--- config.mk ---
export PLATFORM = sky130hd
export DESIGN_NAME = serial_trig_top
export DESIGN_NICKNAME = d
export VERILOG_FILES = /design/src/core/serial_trig_pkg.sv /design/src/core/line_decode_if.sv /design/src/core/line_decoder.sv /design/src/core/line_sync.sv /design/src/core/serial_trig_top.sv
export VERILOG_INCLUDE_DIRS = /design/src /design/src/core
export SDC_FILE = /design/constraint.sdc
export NUM_CORES = 1
export LEC_CHECK = 0
export BUFFER_PORTS_ARGS = -buffer_cell sky130_fd_sc_hd__buf_2
export CAP_MARGIN = 20
export CORE_UTILIZATION = 45
export CTS_CLUSTER_DIAMETER = 60
export DETAILED_ROUTE_END_ITERATION = 7
export SLEW_MARGIN = 40
export SYNTH_ARGS = -nofsm -noshare
export SYNTH_HDL_FRONTEND = slang
export SYNTH_SLANG_ARGS = --single-unit
--- constraint.sdc ---
create_clock -name ref_clk -period 9.95 [get_ports ref_clk]
set_input_delay 1.99 -clock ref_clk [delete_from_list [all_inputs] [get_ports ref_clk]]
set_output_delay 1.99 -clock ref_clk [all_outputs]
set_load 0.03 [all_outputs]
--- src/core/serial_trig_consts.svh ---
/*
 offsets, field positions, reset values and timing counts of the serial trigger decoder.
 assumes inclusion by the modules of the decoder; definitions only.
*/
// Contract
// - trigger examines either the transmit or the receive line, chosen by a source setting; stop mode ignores the setting and always uses the receive line
// - start mode pulses the trigger on the start bit of a character on the chosen line
// - stop mode pulses the trigger when a stop bit is detected on the receive line
// - one, one-and-a-half or two stop bits frame each character
// - data mode compares each word with a byte using equal, less or greater
// - character width is five to eight bits and data compare uses that width
// - parity is odd, even or none; when on, received parity is checked
// - bit period comes from a standard baud list or a custom programmed period
// - each receive word reports an error on parity mismatch or other decode failure
// - each transmit word reports an error on parity mismatch or other decode failure
// - a fault shows while a line rests at the level opposite to idle
// - status tells a frame in progress apart from an idle line
`ifndef SERIAL_TRIG_CONSTS_SVH
`define SERIAL_TRIG_CONSTS_SVH

`define CLK_HZ 25000000
`define BAUD_0 600
`define BAUD_1 1200
`define BAUD_2 2400
`define BAUD_3 4800
`define BAUD_4 9600
`define BAUD_5 19200
`define BAUD_6 38400
`define BAUD_7 57600
`define BAUD_8 115200
`define MIN_BIT_CYCLES 20'h00004

`define OFS_CTRL 8'h00
`define OFS_VALUE 8'h04
`define OFS_CUSTOM 8'h08
`define OFS_STATUS 8'h0c
`define OFS_RXWORD 8'h10
`define OFS_TXWORD 8'h14
`define OFS_INT_STAT 8'h18
`define OFS_INT_MASK 8'h1c

`define CTRL_MODE_LSB 0
`define CTRL_CMP_LSB 2
`define CTRL_SRC_BIT 4
`define CTRL_PAR_LSB 5
`define CTRL_STOP_LSB 7
`define CTRL_LEN_LSB 9
`define CTRL_BAUD_LSB 11
`define CTRL_WIDTH 15
`define CTRL_RESET 15'h2000
`define VALUE_RESET 8'h00
`define CUSTOM_RESET 20'h00a2c
`define INT_WIDTH 4
`define WORD_ERR_BIT 8

`define EV_TRIG 0
`define EV_RX_ERR 1
`define EV_TX_ERR 2
`define EV_IDLE_FAULT 3

`define LINE_RX 0
`define LINE_TX 1
`define LINE_IDLE_LEVEL 1'b1
`define MIN_DATA_BITS 3'h4

`endif

--- src/core/serial_trig_pkg.sv ---
/*
 types shared by the serial trigger decoder modules.
 assumes the constants header is available on the include path.
*/
package serial_trig_pkg;
   typedef enum logic [1:0] {TRIG_START, TRIG_STOP, TRIG_DATA} trig_mode_t;
   typedef enum logic [1:0] {CMP_EQ, CMP_LT, CMP_GT} cmp_t;
   typedef enum logic [1:0] {PAR_NONE, PAR_ODD, PAR_EVEN} parity_t;
   typedef enum logic [1:0] {STOP_1, STOP_1P5, STOP_2} stop_t;
   typedef enum logic [2:0] {S_IDLE, S_START, S_DATA, S_PARITY, S_STOP, S_TAIL} dec_state_t;
endpackage

--- src/core/line_decode_if.sv ---
/*
 interface carrying one line decoder's results to the trigger logic.
 assumes one producer (line decoder) and one consumer (top) on ref_clk.
*/
`timescale 1ns/1ps
interface line_decode_if;
   logic start_p;
   logic stop_p;
   logic word_valid;
   logic [7:0] word;
   logic err;
   logic busy;
   logic idle_fault;
   modport producer (output start_p, stop_p, word_valid, word, err, busy, idle_fault);
   modport consumer (input start_p, stop_p, word_valid, word, err, busy, idle_fault);
endinterface

--- src/core/line_decoder.sv ---
/*
 decodes asynchronous characters on one synchronised line.
 assumes the line idles high and bit_cycles is at least four.
*/
`timescale 1ns/1ps
`include "serial_trig_consts.svh"
module line_decoder
   import serial_trig_pkg::*;
(
   input wire logic ref_clk,
   input wire logic rst_n,
   input wire logic line,
   input wire logic [19:0] bit_cycles,
   input wire logic [1:0] len_sel,
   input wire serial_trig_pkg::parity_t parity,
   input wire serial_trig_pkg::stop_t stop_bits,
   line_decode_if.producer res
);
   dec_state_t st_ff, nxt_st;
   logic [19:0] cnt_ff, nxt_cnt;
   logic [2:0] idx_ff, nxt_idx;
   logic [7:0] word_ff, nxt_word;
   logic perr_ff, nxt_perr, prev_ff;
   logic start_ff, nxt_start, stop_ff, nxt_stop, valid_ff, nxt_valid, err_ff, nxt_err, fault_ff, nxt_fault;
   logic [19:0] half;
   logic [2:0] last_idx;

   always_comb begin
      half = {1'b0, bit_cycles[19:1]};
      last_idx = `MIN_DATA_BITS + {1'b0, len_sel};
      nxt_st = st_ff;
      nxt_cnt = (cnt_ff != 20'h00000) ? cnt_ff - 20'h00001 : cnt_ff;
      nxt_idx = idx_ff;
      nxt_word = word_ff;
      nxt_perr = perr_ff;
      nxt_start = 1'b0;
      nxt_stop = 1'b0;
      nxt_valid = 1'b0;
      nxt_err = err_ff;
      unique case (st_ff)
         S_IDLE: if (prev_ff && !line) begin
            nxt_start = 1'b1;
            nxt_cnt = half - 20'h00001;
            nxt_word = 8'h00;
            nxt_idx = 3'h0;
            nxt_perr = 1'b0;
            nxt_st = S_START;
         end
         S_START: if (cnt_ff == 20'h00000) begin
            // a glitch that is gone by mid-bit is not a character
            nxt_st = line ? S_IDLE : S_DATA;
            nxt_cnt = bit_cycles - 20'h00001;
         end
         S_DATA: if (cnt_ff == 20'h00000) begin
            nxt_word[idx_ff] = line;
            nxt_cnt = bit_cycles - 20'h00001;
            nxt_idx = idx_ff + 3'h1;
            if (idx_ff == last_idx) begin
               nxt_st = (parity == PAR_NONE) ? S_STOP : S_PARITY;
            end
         end
         S_PARITY: if (cnt_ff == 20'h00000) begin
            nxt_perr = (^word_ff ^ line) != (parity == PAR_ODD);
            nxt_cnt = bit_cycles - 20'h00001;
            nxt_st = S_STOP;
         end
         S_STOP: if (cnt_ff == 20'h00000) begin
            nxt_stop = 1'b1;
            nxt_valid = 1'b1;
            nxt_err = perr_ff | ~line;
            if (!line || stop_bits == STOP_1) begin
               nxt_st = S_IDLE;
            end else begin
               // stay busy until the extra stop time has passed
               nxt_cnt = (stop_bits == STOP_1P5) ? bit_cycles - 20'h00001 : bit_cycles + half - 20'h00001;
               nxt_st = S_TAIL;
            end
         end
         S_TAIL: if (cnt_ff == 20'h00000) begin
            nxt_st = S_IDLE;
         end
         default: nxt_st = S_IDLE;
      endcase
      nxt_fault = (nxt_st == S_IDLE) && (line != `LINE_IDLE_LEVEL);
   end

   always_ff @(posedge ref_clk or negedge rst_n) begin
      if (!rst_n) begin
         st_ff <= S_IDLE;
         cnt_ff <= 20'h00000;
         idx_ff <= 3'h0;
         word_ff <= 8'h00;
         perr_ff <= 1'b0;
         prev_ff <= `LINE_IDLE_LEVEL;
         start_ff <= 1'b0;
         stop_ff <= 1'b0;
         valid_ff <= 1'b0;
         err_ff <= 1'b0;
         fault_ff <= 1'b0;
      end else begin
         st_ff <= nxt_st;
         cnt_ff <= nxt_cnt;
         idx_ff <= nxt_idx;
         word_ff <= nxt_word;
         perr_ff <= nxt_perr;
         prev_ff <= line;
         start_ff <= nxt_start;
         stop_ff <= nxt_stop;
         valid_ff <= nxt_valid;
         err_ff <= nxt_err;
         fault_ff <= nxt_fault;
      end
   end

   assign res.start_p = start_ff;
   assign res.stop_p = stop_ff;
   assign res.word_valid = valid_ff;
   assign res.word = word_ff;
   assign res.err = err_ff;
   assign res.busy = (st_ff != S_IDLE);
   assign res.idle_fault = fault_ff;
endmodule

--- src/core/line_sync.sv ---
/*
 three-flop synchroniser for a pin; output moves once stages two and three agree.
 assumes the pin idles high and is asynchronous to ref_clk.
*/
`timescale 1ns/1ps
`include "serial_trig_consts.svh"
module line_sync (
   input wire logic ref_clk,
   input wire logic rst_n,
   input wire logic pin,
   output logic level
);
   logic [2:0] st_ff;
   logic [2:0] nxt_st;
   logic lvl_ff;
   logic nxt_lvl;

   always_comb begin
      nxt_st = {st_ff[1:0], pin};
      nxt_lvl = (st_ff[1] == st_ff[2]) ? st_ff[2] : lvl_ff;
   end

   always_ff @(posedge ref_clk or negedge rst_n) begin
      if (!rst_n) begin
         st_ff <= {3{`LINE_IDLE_LEVEL}};
         lvl_ff <= `LINE_IDLE_LEVEL;
      end else begin
         st_ff <= nxt_st;
         lvl_ff <= nxt_lvl;
      end
   end

   assign level = lvl_ff;
endmodule

--- src/core/serial_trig_top.sv ---
/*
 serial trigger decoder top: AHB-Lite registers, two line decoders, trigger and interrupt.
 assumes a single AHB-Lite master on ref_clk and asynchronous rx/tx pins idling high.
*/
// Design decisions made here: the register offsets and the AHB-Lite slave port.
`timescale 1ns/1ps
`include "serial_trig_consts.svh"
module serial_trig_top
   import serial_trig_pkg::*;
(
   input wire logic ref_clk,
   input wire logic rst_n,
   input wire logic hsel,
   input wire logic [31:0] haddr,
   input wire logic [1:0] htrans,
   input wire logic hwrite,
   input wire logic [2:0] hsize,
   input wire logic [31:0] hwdata,
   input wire logic hready,
   output logic hreadyout,
   output logic [31:0] hrdata,
   output logic hresp,
   input wire logic rx_pin,
   input wire logic transmit_line_source,
   output logic trig_out,
   output logic irq
);
   import serial_trig_pkg::*;

   logic [1:0] pins;
   logic [1:0] lvl;
   logic [1:0] start_p, stop_p, valid_p, err_w, busy_w, fault_w;
   logic [7:0] word_w [2];
   line_decode_if dec_if [2] ();

   logic [`CTRL_WIDTH-1:0] ctrl_ff, nxt_ctrl;
   logic [7:0] value_ff, nxt_value;
   logic [19:0] custom_ff, nxt_custom;
   logic [`INT_WIDTH-1:0] ist_ff, nxt_ist, imask_ff, nxt_imask;
   logic [8:0] rxw_ff, nxt_rxw, txw_ff, nxt_txw;
   logic [1:0] fault_q_ff;
   logic trig_ff, nxt_trig, irq_ff, nxt_irq;
   logic wr_pend_ff, nxt_wr_pend;
   logic [7:0] wr_addr_ff, nxt_wr_addr;
   logic [31:0] rdata_ff, nxt_rdata;

   trig_mode_t mode;
   cmp_t cmp;
   logic src;
   logic [19:0] bit_cycles;
   logic [7:0] sel_word;
   logic hit;
   logic [`INT_WIDTH-1:0] ev;
   logic [`INT_WIDTH-1:0] w1c;
   logic addr_ok;

   function automatic logic [19:0] baud_cycles(input logic [3:0] sel, input logic [19:0] custom);
      logic [19:0] c;
      c = custom;
      unique case (sel)
         4'h0: c = 20'(`CLK_HZ / `BAUD_0);
         4'h1: c = 20'(`CLK_HZ / `BAUD_1);
         4'h2: c = 20'(`CLK_HZ / `BAUD_2);
         4'h3: c = 20'(`CLK_HZ / `BAUD_3);
         4'h4: c = 20'(`CLK_HZ / `BAUD_4);
         4'h5: c = 20'(`CLK_HZ / `BAUD_5);
         4'h6: c = 20'(`CLK_HZ / `BAUD_6);
         4'h7: c = 20'(`CLK_HZ / `BAUD_7);
         4'h8: c = 20'(`CLK_HZ / `BAUD_8);
         default: c = (custom < `MIN_BIT_CYCLES) ? `MIN_BIT_CYCLES : custom;
      endcase
      return c;
   endfunction

   function automatic logic compare(input cmp_t kind, input logic [7:0] a, input logic [7:0] b);
      logic r;
      r = 1'b0;
      unique case (kind)
         CMP_EQ: r = (a == b);
         CMP_LT: r = (a < b);
         CMP_GT: r = (a > b);
         default: r = 1'b0;
      endcase
      return r;
   endfunction

   assign pins = {transmit_line_source, rx_pin};
   assign mode = trig_mode_t'(ctrl_ff[`CTRL_MODE_LSB +: 2]);
   assign cmp = cmp_t'(ctrl_ff[`CTRL_CMP_LSB +: 2]);
   assign src = ctrl_ff[`CTRL_SRC_BIT];
   assign bit_cycles = baud_cycles(ctrl_ff[`CTRL_BAUD_LSB +: 4], custom_ff);

   genvar g;
   generate
      for (g = 0; g < 2; g++) begin : g_line
         line_sync u_sync (
            .ref_clk(ref_clk),
            .rst_n(rst_n),
            .pin(pins[g]),
            .level(lvl[g])
         );
         line_decoder u_dec (
            .ref_clk(ref_clk),
            .rst_n(rst_n),
            .line(lvl[g]),
            .bit_cycles(bit_cycles),
            .len_sel(ctrl_ff[`CTRL_LEN_LSB +: 2]),
            .parity(parity_t'(ctrl_ff[`CTRL_PAR_LSB +: 2])),
            .stop_bits(stop_t'(ctrl_ff[`CTRL_STOP_LSB +: 2])),
            .res(dec_if[g])
         );
         assign start_p[g] = dec_if[g].start_p;
         assign stop_p[g] = dec_if[g].stop_p;
         assign valid_p[g] = dec_if[g].word_valid;
         assign err_w[g] = dec_if[g].err;
         assign busy_w[g] = dec_if[g].busy;
         assign fault_w[g] = dec_if[g].idle_fault;
         assign word_w[g] = dec_if[g].word;
      end
   endgenerate

   // trigger
   always_comb begin
      sel_word = src ? word_w[`LINE_TX] : word_w[`LINE_RX];
      hit = 1'b0;
      unique case (mode)
         TRIG_START: hit = src ? start_p[`LINE_TX] : start_p[`LINE_RX];
         TRIG_STOP: hit = stop_p[`LINE_RX];
         TRIG_DATA: hit = (src ? valid_p[`LINE_TX] : valid_p[`LINE_RX]) && compare(cmp, sel_word, value_ff);
         default: hit = 1'b0;
      endcase
      nxt_trig = hit;
      nxt_rxw = valid_p[`LINE_RX] ? {err_w[`LINE_RX], word_w[`LINE_RX]} : rxw_ff;
      nxt_txw = valid_p[`LINE_TX] ? {err_w[`LINE_TX], word_w[`LINE_TX]} : txw_ff;
      ev = '0;
      ev[`EV_TRIG] = hit;
      ev[`EV_RX_ERR] = valid_p[`LINE_RX] & err_w[`LINE_RX];
      ev[`EV_TX_ERR] = valid_p[`LINE_TX] & err_w[`LINE_TX];
      ev[`EV_IDLE_FAULT] = |(fault_w & ~fault_q_ff);
   end

   // AHB-Lite slave: zero wait states, reads decoded in the address phase
   always_comb begin
      addr_ok = hsel && hready && htrans[1];
      nxt_wr_pend = addr_ok && hwrite;
      nxt_wr_addr = addr_ok ? haddr[7:0] : wr_addr_ff;
      nxt_ctrl = ctrl_ff;
      nxt_value = value_ff;
      nxt_custom = custom_ff;
      nxt_imask = imask_ff;
      w1c = '0;
      if (wr_pend_ff) begin
         unique case (wr_addr_ff)
            `OFS_CTRL: nxt_ctrl = hwdata[`CTRL_WIDTH-1:0];
            `OFS_VALUE: nxt_value = hwdata[7:0];
            `OFS_CUSTOM: nxt_custom = hwdata[19:0];
            `OFS_INT_STAT: w1c = hwdata[`INT_WIDTH-1:0];
            `OFS_INT_MASK: nxt_imask = hwdata[`INT_WIDTH-1:0];
            default: nxt_ctrl = ctrl_ff;
         endcase
      end
      // an event in the clearing cycle survives the clear
      nxt_ist = (ist_ff & ~w1c) | ev;
      nxt_irq = |(nxt_ist & nxt_imask);
      nxt_rdata = 32'h00000000;
      if (addr_ok && !hwrite) begin
         unique case (haddr[7:0])
            `OFS_CTRL: nxt_rdata = {17'h00000, ctrl_ff};
            `OFS_VALUE: nxt_rdata = {24'h000000, value_ff};
            `OFS_CUSTOM: nxt_rdata = {12'h000, custom_ff};
            `OFS_STATUS: nxt_rdata = {28'h0000000, fault_w, busy_w};
            `OFS_RXWORD: nxt_rdata = {23'h000000, rxw_ff};
            `OFS_TXWORD: nxt_rdata = {23'h000000, txw_ff};
            `OFS_INT_STAT: nxt_rdata = {28'h0000000, ist_ff};
            `OFS_INT_MASK: nxt_rdata = {28'h0000000, imask_ff};
            default: nxt_rdata = 32'h00000000;
         endcase
      end
   end

   always_ff @(posedge ref_clk or negedge rst_n) begin
      if (!rst_n) begin
         ctrl_ff <= `CTRL_RESET;
         value_ff <= `VALUE_RESET;
         custom_ff <= `CUSTOM_RESET;
         ist_ff <= '0;
         imask_ff <= '0;
         rxw_ff <= 9'h000;
         txw_ff <= 9'h000;
         fault_q_ff <= 2'h0;
         trig_ff <= 1'b0;
         irq_ff <= 1'b0;
         wr_pend_ff <= 1'b0;
         wr_addr_ff <= 8'h00;
         rdata_ff <= 32'h00000000;
      end else begin
         ctrl_ff <= nxt_ctrl;
         value_ff <= nxt_value;
         custom_ff <= nxt_custom;
         ist_ff <= nxt_ist;
         imask_ff <= nxt_imask;
         rxw_ff <= nxt_rxw;
         txw_ff <= nxt_txw;
         fault_q_ff <= fault_w;
         trig_ff <= nxt_trig;
         irq_ff <= nxt_irq;
         wr_pend_ff <= nxt_wr_pend;
         wr_addr_ff <= nxt_wr_addr;
         rdata_ff <= nxt_rdata;
      end
   end

   assign hreadyout = 1'b1;
   assign hresp = 1'b0;
   assign hrdata = rdata_ff;
   assign trig_out = trig_ff;
   assign irq = irq_ff;
endmodule

==> metrics.log <==
INFO  metric status = finished clean
INFO  metric worst_setup_path_endpoint = g_line[1].u_dec.cnt_ff[19]$_DFF_PN0_
INFO  metric max-clock-path-buffers = 2
INFO  metric design_power_total = 0.002866 W
INFO  metric dr.pass1.iters = 6
INFO  metric synthesis.instances = 1401
INFO  metric final_layout_size_suffix_gt1_share = 15.66%
INFO  metric nNetsFinal = 1548
INFO  metric synth_fa_ha_area_share = 4.947%
INFO  metric design.die.area = 28890 µm²
INFO  metric synth-seq-cells = 190
INFO  metric fp-row-count = 61
INFO  metric synth.cell_area = 12700 µm²
INFO  metric place_inst = 1783
INFO  metric synth_flop_cell = sky130_fd_sc_hd__dfrtp_1
INFO  metric critical_path.max_stage_delay = 0.79 ns
INFO  metric worstSetupPathType = flip-flop to flip-flop
INFO  metric totalWireLength = 37.48 mm
INFO  metric report.final.hold_viol_count = 0
INFO  metric via_count = 10930
INFO  metric synthDistinctLibCells = 90
INFO  metric synth_area_per_cell = 9.063 µm²
INFO  metric clk_pin_slew_worst_paths = 0.08 ns
INFO  metric drcViolationCount = 0
INFO  metric power_per_cell_area = 206.2 nW/µm²
INFO  metric global_route.peak_usage_layer = met2
INFO  metric yosysSeqAreaShare = 37.60%
INFO  metric antenna_violations_before_repair = 0
INFO  metric critical_path.cell_chain = nor4b_1 > a311oi_1 > nand2_1 > inv_1 > ha_1 > inv_1 > ha_1 > fa_1 > a211oi_1 > o211a_1 > nor2_1 > o41ai_1 > o21ai_0 > a2111oi_0 > a31oi_1 > nand3_1 > nand3_1
INFO  metric multiInputGateArea = 7331 µm²
INFO  metric tritoncts = done
INFO  metric rsz0062_at_grt = false
INFO  metric finalSetupViolCount = 0
INFO  metric final_period_minus_worst_setup_slack = 6.032 ns
INFO  metric holdBufCountCts = 0
INFO  metric clock_tree.root_cell = sky130_fd_sc_hd__clkbuf_16
INFO  metric timing.critical_path.from = ctrl_ff[12]$_DFFE_PN0P_
INFO  metric yosys.area_share.simple = 17.61%
INFO  metric path_max_fanout = 22
INFO  metric grt.met1_usage = 38.96%
INFO  metric y_dimension_of_the_die = 170.0 µm
INFO  metric length_in_cells_of_the_worst_reg_to_reg_path = 17
INFO  metric detail_route.wl_per_cell = 20.64 µm
INFO  metric muxShareOfSynthArea = 7.795%
INFO  metric place.gp.congestion = 0.9552
INFO  metric synth_compound_area_share = 19.27%
INFO  metric hpwl = 27.83 mm
INFO  metric max_cap_check_violation_count = 0
INFO  metric fraction_of_synthesized_cell_area_in_xor_and_xnor_cells = 7.371%
INFO  metric grt_start_max_net_pins = 132
INFO  metric dieWidth = 170.0 µm
INFO  metric leakagePower = 6.061 nW
INFO  metric io_pins = 112
INFO  metric regToRegEndpoint = g_line[1].u_dec.cnt_ff[19]$_DFF_PN0_
INFO  metric gr-usage-met2 = 41.20%
INFO  metric grt_util_met3 = 4.209%
INFO  metric areaGrowthSynthToFinish = 9.450%
INFO  metric async_reset_ff_share = 100.0%
INFO  metric floorplan.core_area = 27780 µm²
INFO  metric combinational_family_with_the_most_area_after_synthesis = compound AO/OA/AOI/OAI gates
INFO  metric number_of_enable_type_register_cells_in_the_synthesized_netlist = 0
INFO  metric final.setup_skew = 0.02137 ns
INFO  metric hold_path.class = flip-flop to flip-flop
INFO  metric final_max_tran_viols = 0
INFO  metric critical_path_arrival = 6.36 ns
INFO  metric timing_worst_slew_pin_value = 0.8141 ns
INFO  metric cp-start-kind = flip-flop
INFO  metric stdcell_count = 1816
INFO  metric initial_core_util = 45.70%
INFO  metric cts.sinks = 190
INFO  metric track_usage = 26.81%
INFO  metric postCtsSetupBuffers = 0
INFO  metric global_route_wire_length_before_repair = 59.32 mm
INFO  metric timing.setup.tns = 0 ns
INFO  metric max-slew-margin-rel = 45.02%
INFO  metric tritoncts.num_buffers = 17
INFO  metric vias_per_cell = 6.019
INFO  metric grt_pass1_vias = 10310
INFO  metric yosys_warnings = 0
INFO  metric clk-insertion-delay-late = 0.46 ns
INFO  metric grt.overflow.total = 0
INFO  metric nFillCells = 2684
INFO  metric regToRegSetupSlack = 3.92 ns
INFO  metric htreeDepth = 4
INFO  metric storage_element_area = 4775 µm²
INFO  metric power.ir.vdd_worst = 0.1081 mV
INFO  metric finalCritPeriodShare = 60.63%
INFO  metric fmax = 165.8 MHz
INFO  metric drt_iter0_drc = 1213
INFO  metric critical_path.endpoint_type = flip-flop
INFO  metric critical_path.reg2reg.startpoint = ctrl_ff[12]$_DFFE_PN0P_
INFO  metric required_time_of_the_worst_setup_path = 10.28 ns
INFO  metric slowest_stage = sky130_fd_sc_hd__dfrtp_1
INFO  metric buffer_ports.inserted = 57
INFO  metric cts.repair.resized = 0
INFO  metric number_of_antenna_violating_nets_in_the_routed_design = 0
-- per-stage QoR --
stage,hold WS (ns),area (µm²),setup slack (ns),util (%)
3_5_place_dp,0.3468,13240,4.122,47.64
6_report,0.3579,13900,3.918,50.02
4_1_cts,0.3617,13880,4.097,49.98
2_1_floorplan,0.3452,12740,5.401,-
5_1_grt,0.3658,13890,3.492,50.01
3_3_place_gp,0.3473,13210,4.176,47.55
-- layout make-up --
type | count | share of cell area (%)
Antenna cell | 1 | 0.01801
Clock buffer | 17 | 3.061
Clock inverter | 15 | 1.612
Inverter | 66 | 1.819
Multi-Input combinational cell | 1078 | 52.75
Sequential cell | 190 | 34.36
Tap cell | 378 | 3.403
Timing Repair Buffer | 71 | 2.980
-- Yosys cell counts (all sizes together), types with 15 or more instances --
| cell type | number | area (µm²) |
|---|---|---|
| xor2 | 37 | 324.1 |
| a22oi | 27 | 202.7 |
| mux2i | 19 | 190.2 |
| a211oi | 15 | 112.6 |
| clkbuf | 50 | 211.5 |
| o21ai | 93 | 465.4 |
| dfstp | 16 | 420.4 |
| nor4 | 22 | 152.7 |
| nor3 | 34 | 180.2 |
| nand3 | 27 | 135.1 |
| inv | 65 | 249.0 |
| mux2 | 71 | 799.5 |
| ha | 47 | 588.1 |
| a31oi | 20 | 125.1 |
| or3 | 15 | 98.84 |
| buf | 28 | 181.4 |
| nor2 | 142 | 533.0 |
| nand2b | 27 | 176.4 |
| a21oi | 83 | 415.4 |
| nand2 | 99 | 371.6 |
| xnor2 | 69 | 611.8 |
| dfrtp | 174 | 4354 |
-- placed cells by master (no fill, tap or decap), types with 7 or more instances in the layout --
cell type,instances
sky130_fd_sc_hd__a21oi_1,83
sky130_fd_sc_hd__and3_1,8
sky130_fd_sc_hd__inv_1,63
sky130_fd_sc_hd__conb_1,14
sky130_fd_sc_hd__mux2i_1,19
sky130_fd_sc_hd__o211ai_1,13
sky130_fd_sc_hd__o21a_1,7
sky130_fd_sc_hd__xnor2_1,68
sky130_fd_sc_hd__buf_4,13
sky130_fd_sc_hd__a21o_1,10
sky130_fd_sc_hd__nor4_1,19
sky130_fd_sc_hd__xor2_1,37
sky130_fd_sc_hd__a22oi_1,27
sky130_fd_sc_hd__a31oi_1,20
sky130_fd_sc_hd__o31ai_1,8
sky130_fd_sc_hd__nand3b_1,8
sky130_fd_sc_hd__nor2b_1,12
sky130_fd_sc_hd__dfrtp_1,174
sky130_fd_sc_hd__nand3_1,27
sky130_fd_sc_hd__ha_1,47
sky130_fd_sc_hd__a211oi_1,15
sky130_fd_sc_hd__o22ai_1,12
sky130_fd_sc_hd__nor3b_1,12
sky130_fd_sc_hd__clkbuf_16,18
sky130_fd_sc_hd__dfstp_2,16
sky130_fd_sc_hd__nor3_1,30
sky130_fd_sc_hd__o21ai_0,89
sky130_fd_sc_hd__or2_2,7
sky130_fd_sc_hd__nand2b_1,26
sky130_fd_sc_hd__o221ai_1,13
sky130_fd_sc_hd__buf_2,56
sky130_fd_sc_hd__mux2_2,71
sky130_fd_sc_hd__a221oi_1,14
sky130_fd_sc_hd__nand2_1,99
sky130_fd_sc_hd__nor2_1,142
sky130_fd_sc_hd__or3_1,13
-- how the worst min path moves through the flow --
stage | startpoint | end | slack [ns] | cells after the start
final | g_line[0].u_sync.st_ff[0]$_DFF_PN1_ | g_line[0].u_sync.st_ff[1]$_DFF_PN1_ | 0.36 | 0
after global routing | g_line[0].u_sync.st_ff[0]$_DFF_PN1_ | g_line[0].u_sync.st_ff[1]$_DFF_PN1_ | 0.37 | 0
after CTS | g_line[0].u_sync.st_ff[0]$_DFF_PN1_ | g_line[0].u_sync.st_ff[1]$_DFF_PN1_ | 0.36 | 0
after detailed placement | g_line[0].u_sync.st_ff[0]$_DFF_PN1_ | g_line[0].u_sync.st_ff[1]$_DFF_PN1_ | 0.35 | 0
after global placement | g_line[0].u_sync.st_ff[0]$_DFF_PN1_ | g_line[0].u_sync.st_ff[1]$_DFF_PN1_ | 0.35 | 0
after floorplan | g_line[0].u_sync.st_ff[0]$_DFF_PN1_ | g_line[0].u_sync.st_ff[1]$_DFF_PN1_ | 0.35 | 0
-- flip-flops by register name (all words and copies together) (netlist names), 8 cells and up --
register,count
rxw_ff,9
txw_ff,9
ctrl_ff,15
g_line.u_dec.res.word,16
g_line.u_dec.cnt_ff,40
custom_ff,20
value_ff,8
hrdata,20
wr_addr_ff,8
-- report_power, final --
part	switching, W	leakage [nW]	internal, W
clock	0.000379	0.314	0.000377
sequential	0.000126	2.43	0.000874
combinational	0.000682	3.32	0.000429
total	0.00119	6.06	0.00168
-- layer usage --
metal / part of all wire, % / vias up
met4: 1.5 / 0
li1: - / 5120
met5: 0 / -
met1: 47 / 5375
met2: 45 / 403
met3: 6.5 / 33
-- critical path, delay by kind of cell, from the launching register on --
family,cells,cell delay (ns)
compound gates,7,2.91
fa+ha+maj,3,0.96
simple gates,5,0.91
flops,1,0.79
buf+inv,2,0.33
-- cells by family (layout without fill, tap and decap cells) --
kind of cell,after synthesis,after routing
AOI/OAI and AO/OA,372,372
xor gates and xnor gates,106,106
adders and majority gates,50,50
buffers and inverters,145,169
DFF,190,190
muxes,90,90
other,2,15
and+or+nand+nor,446,446
Power figures use the tool's default switching activity.
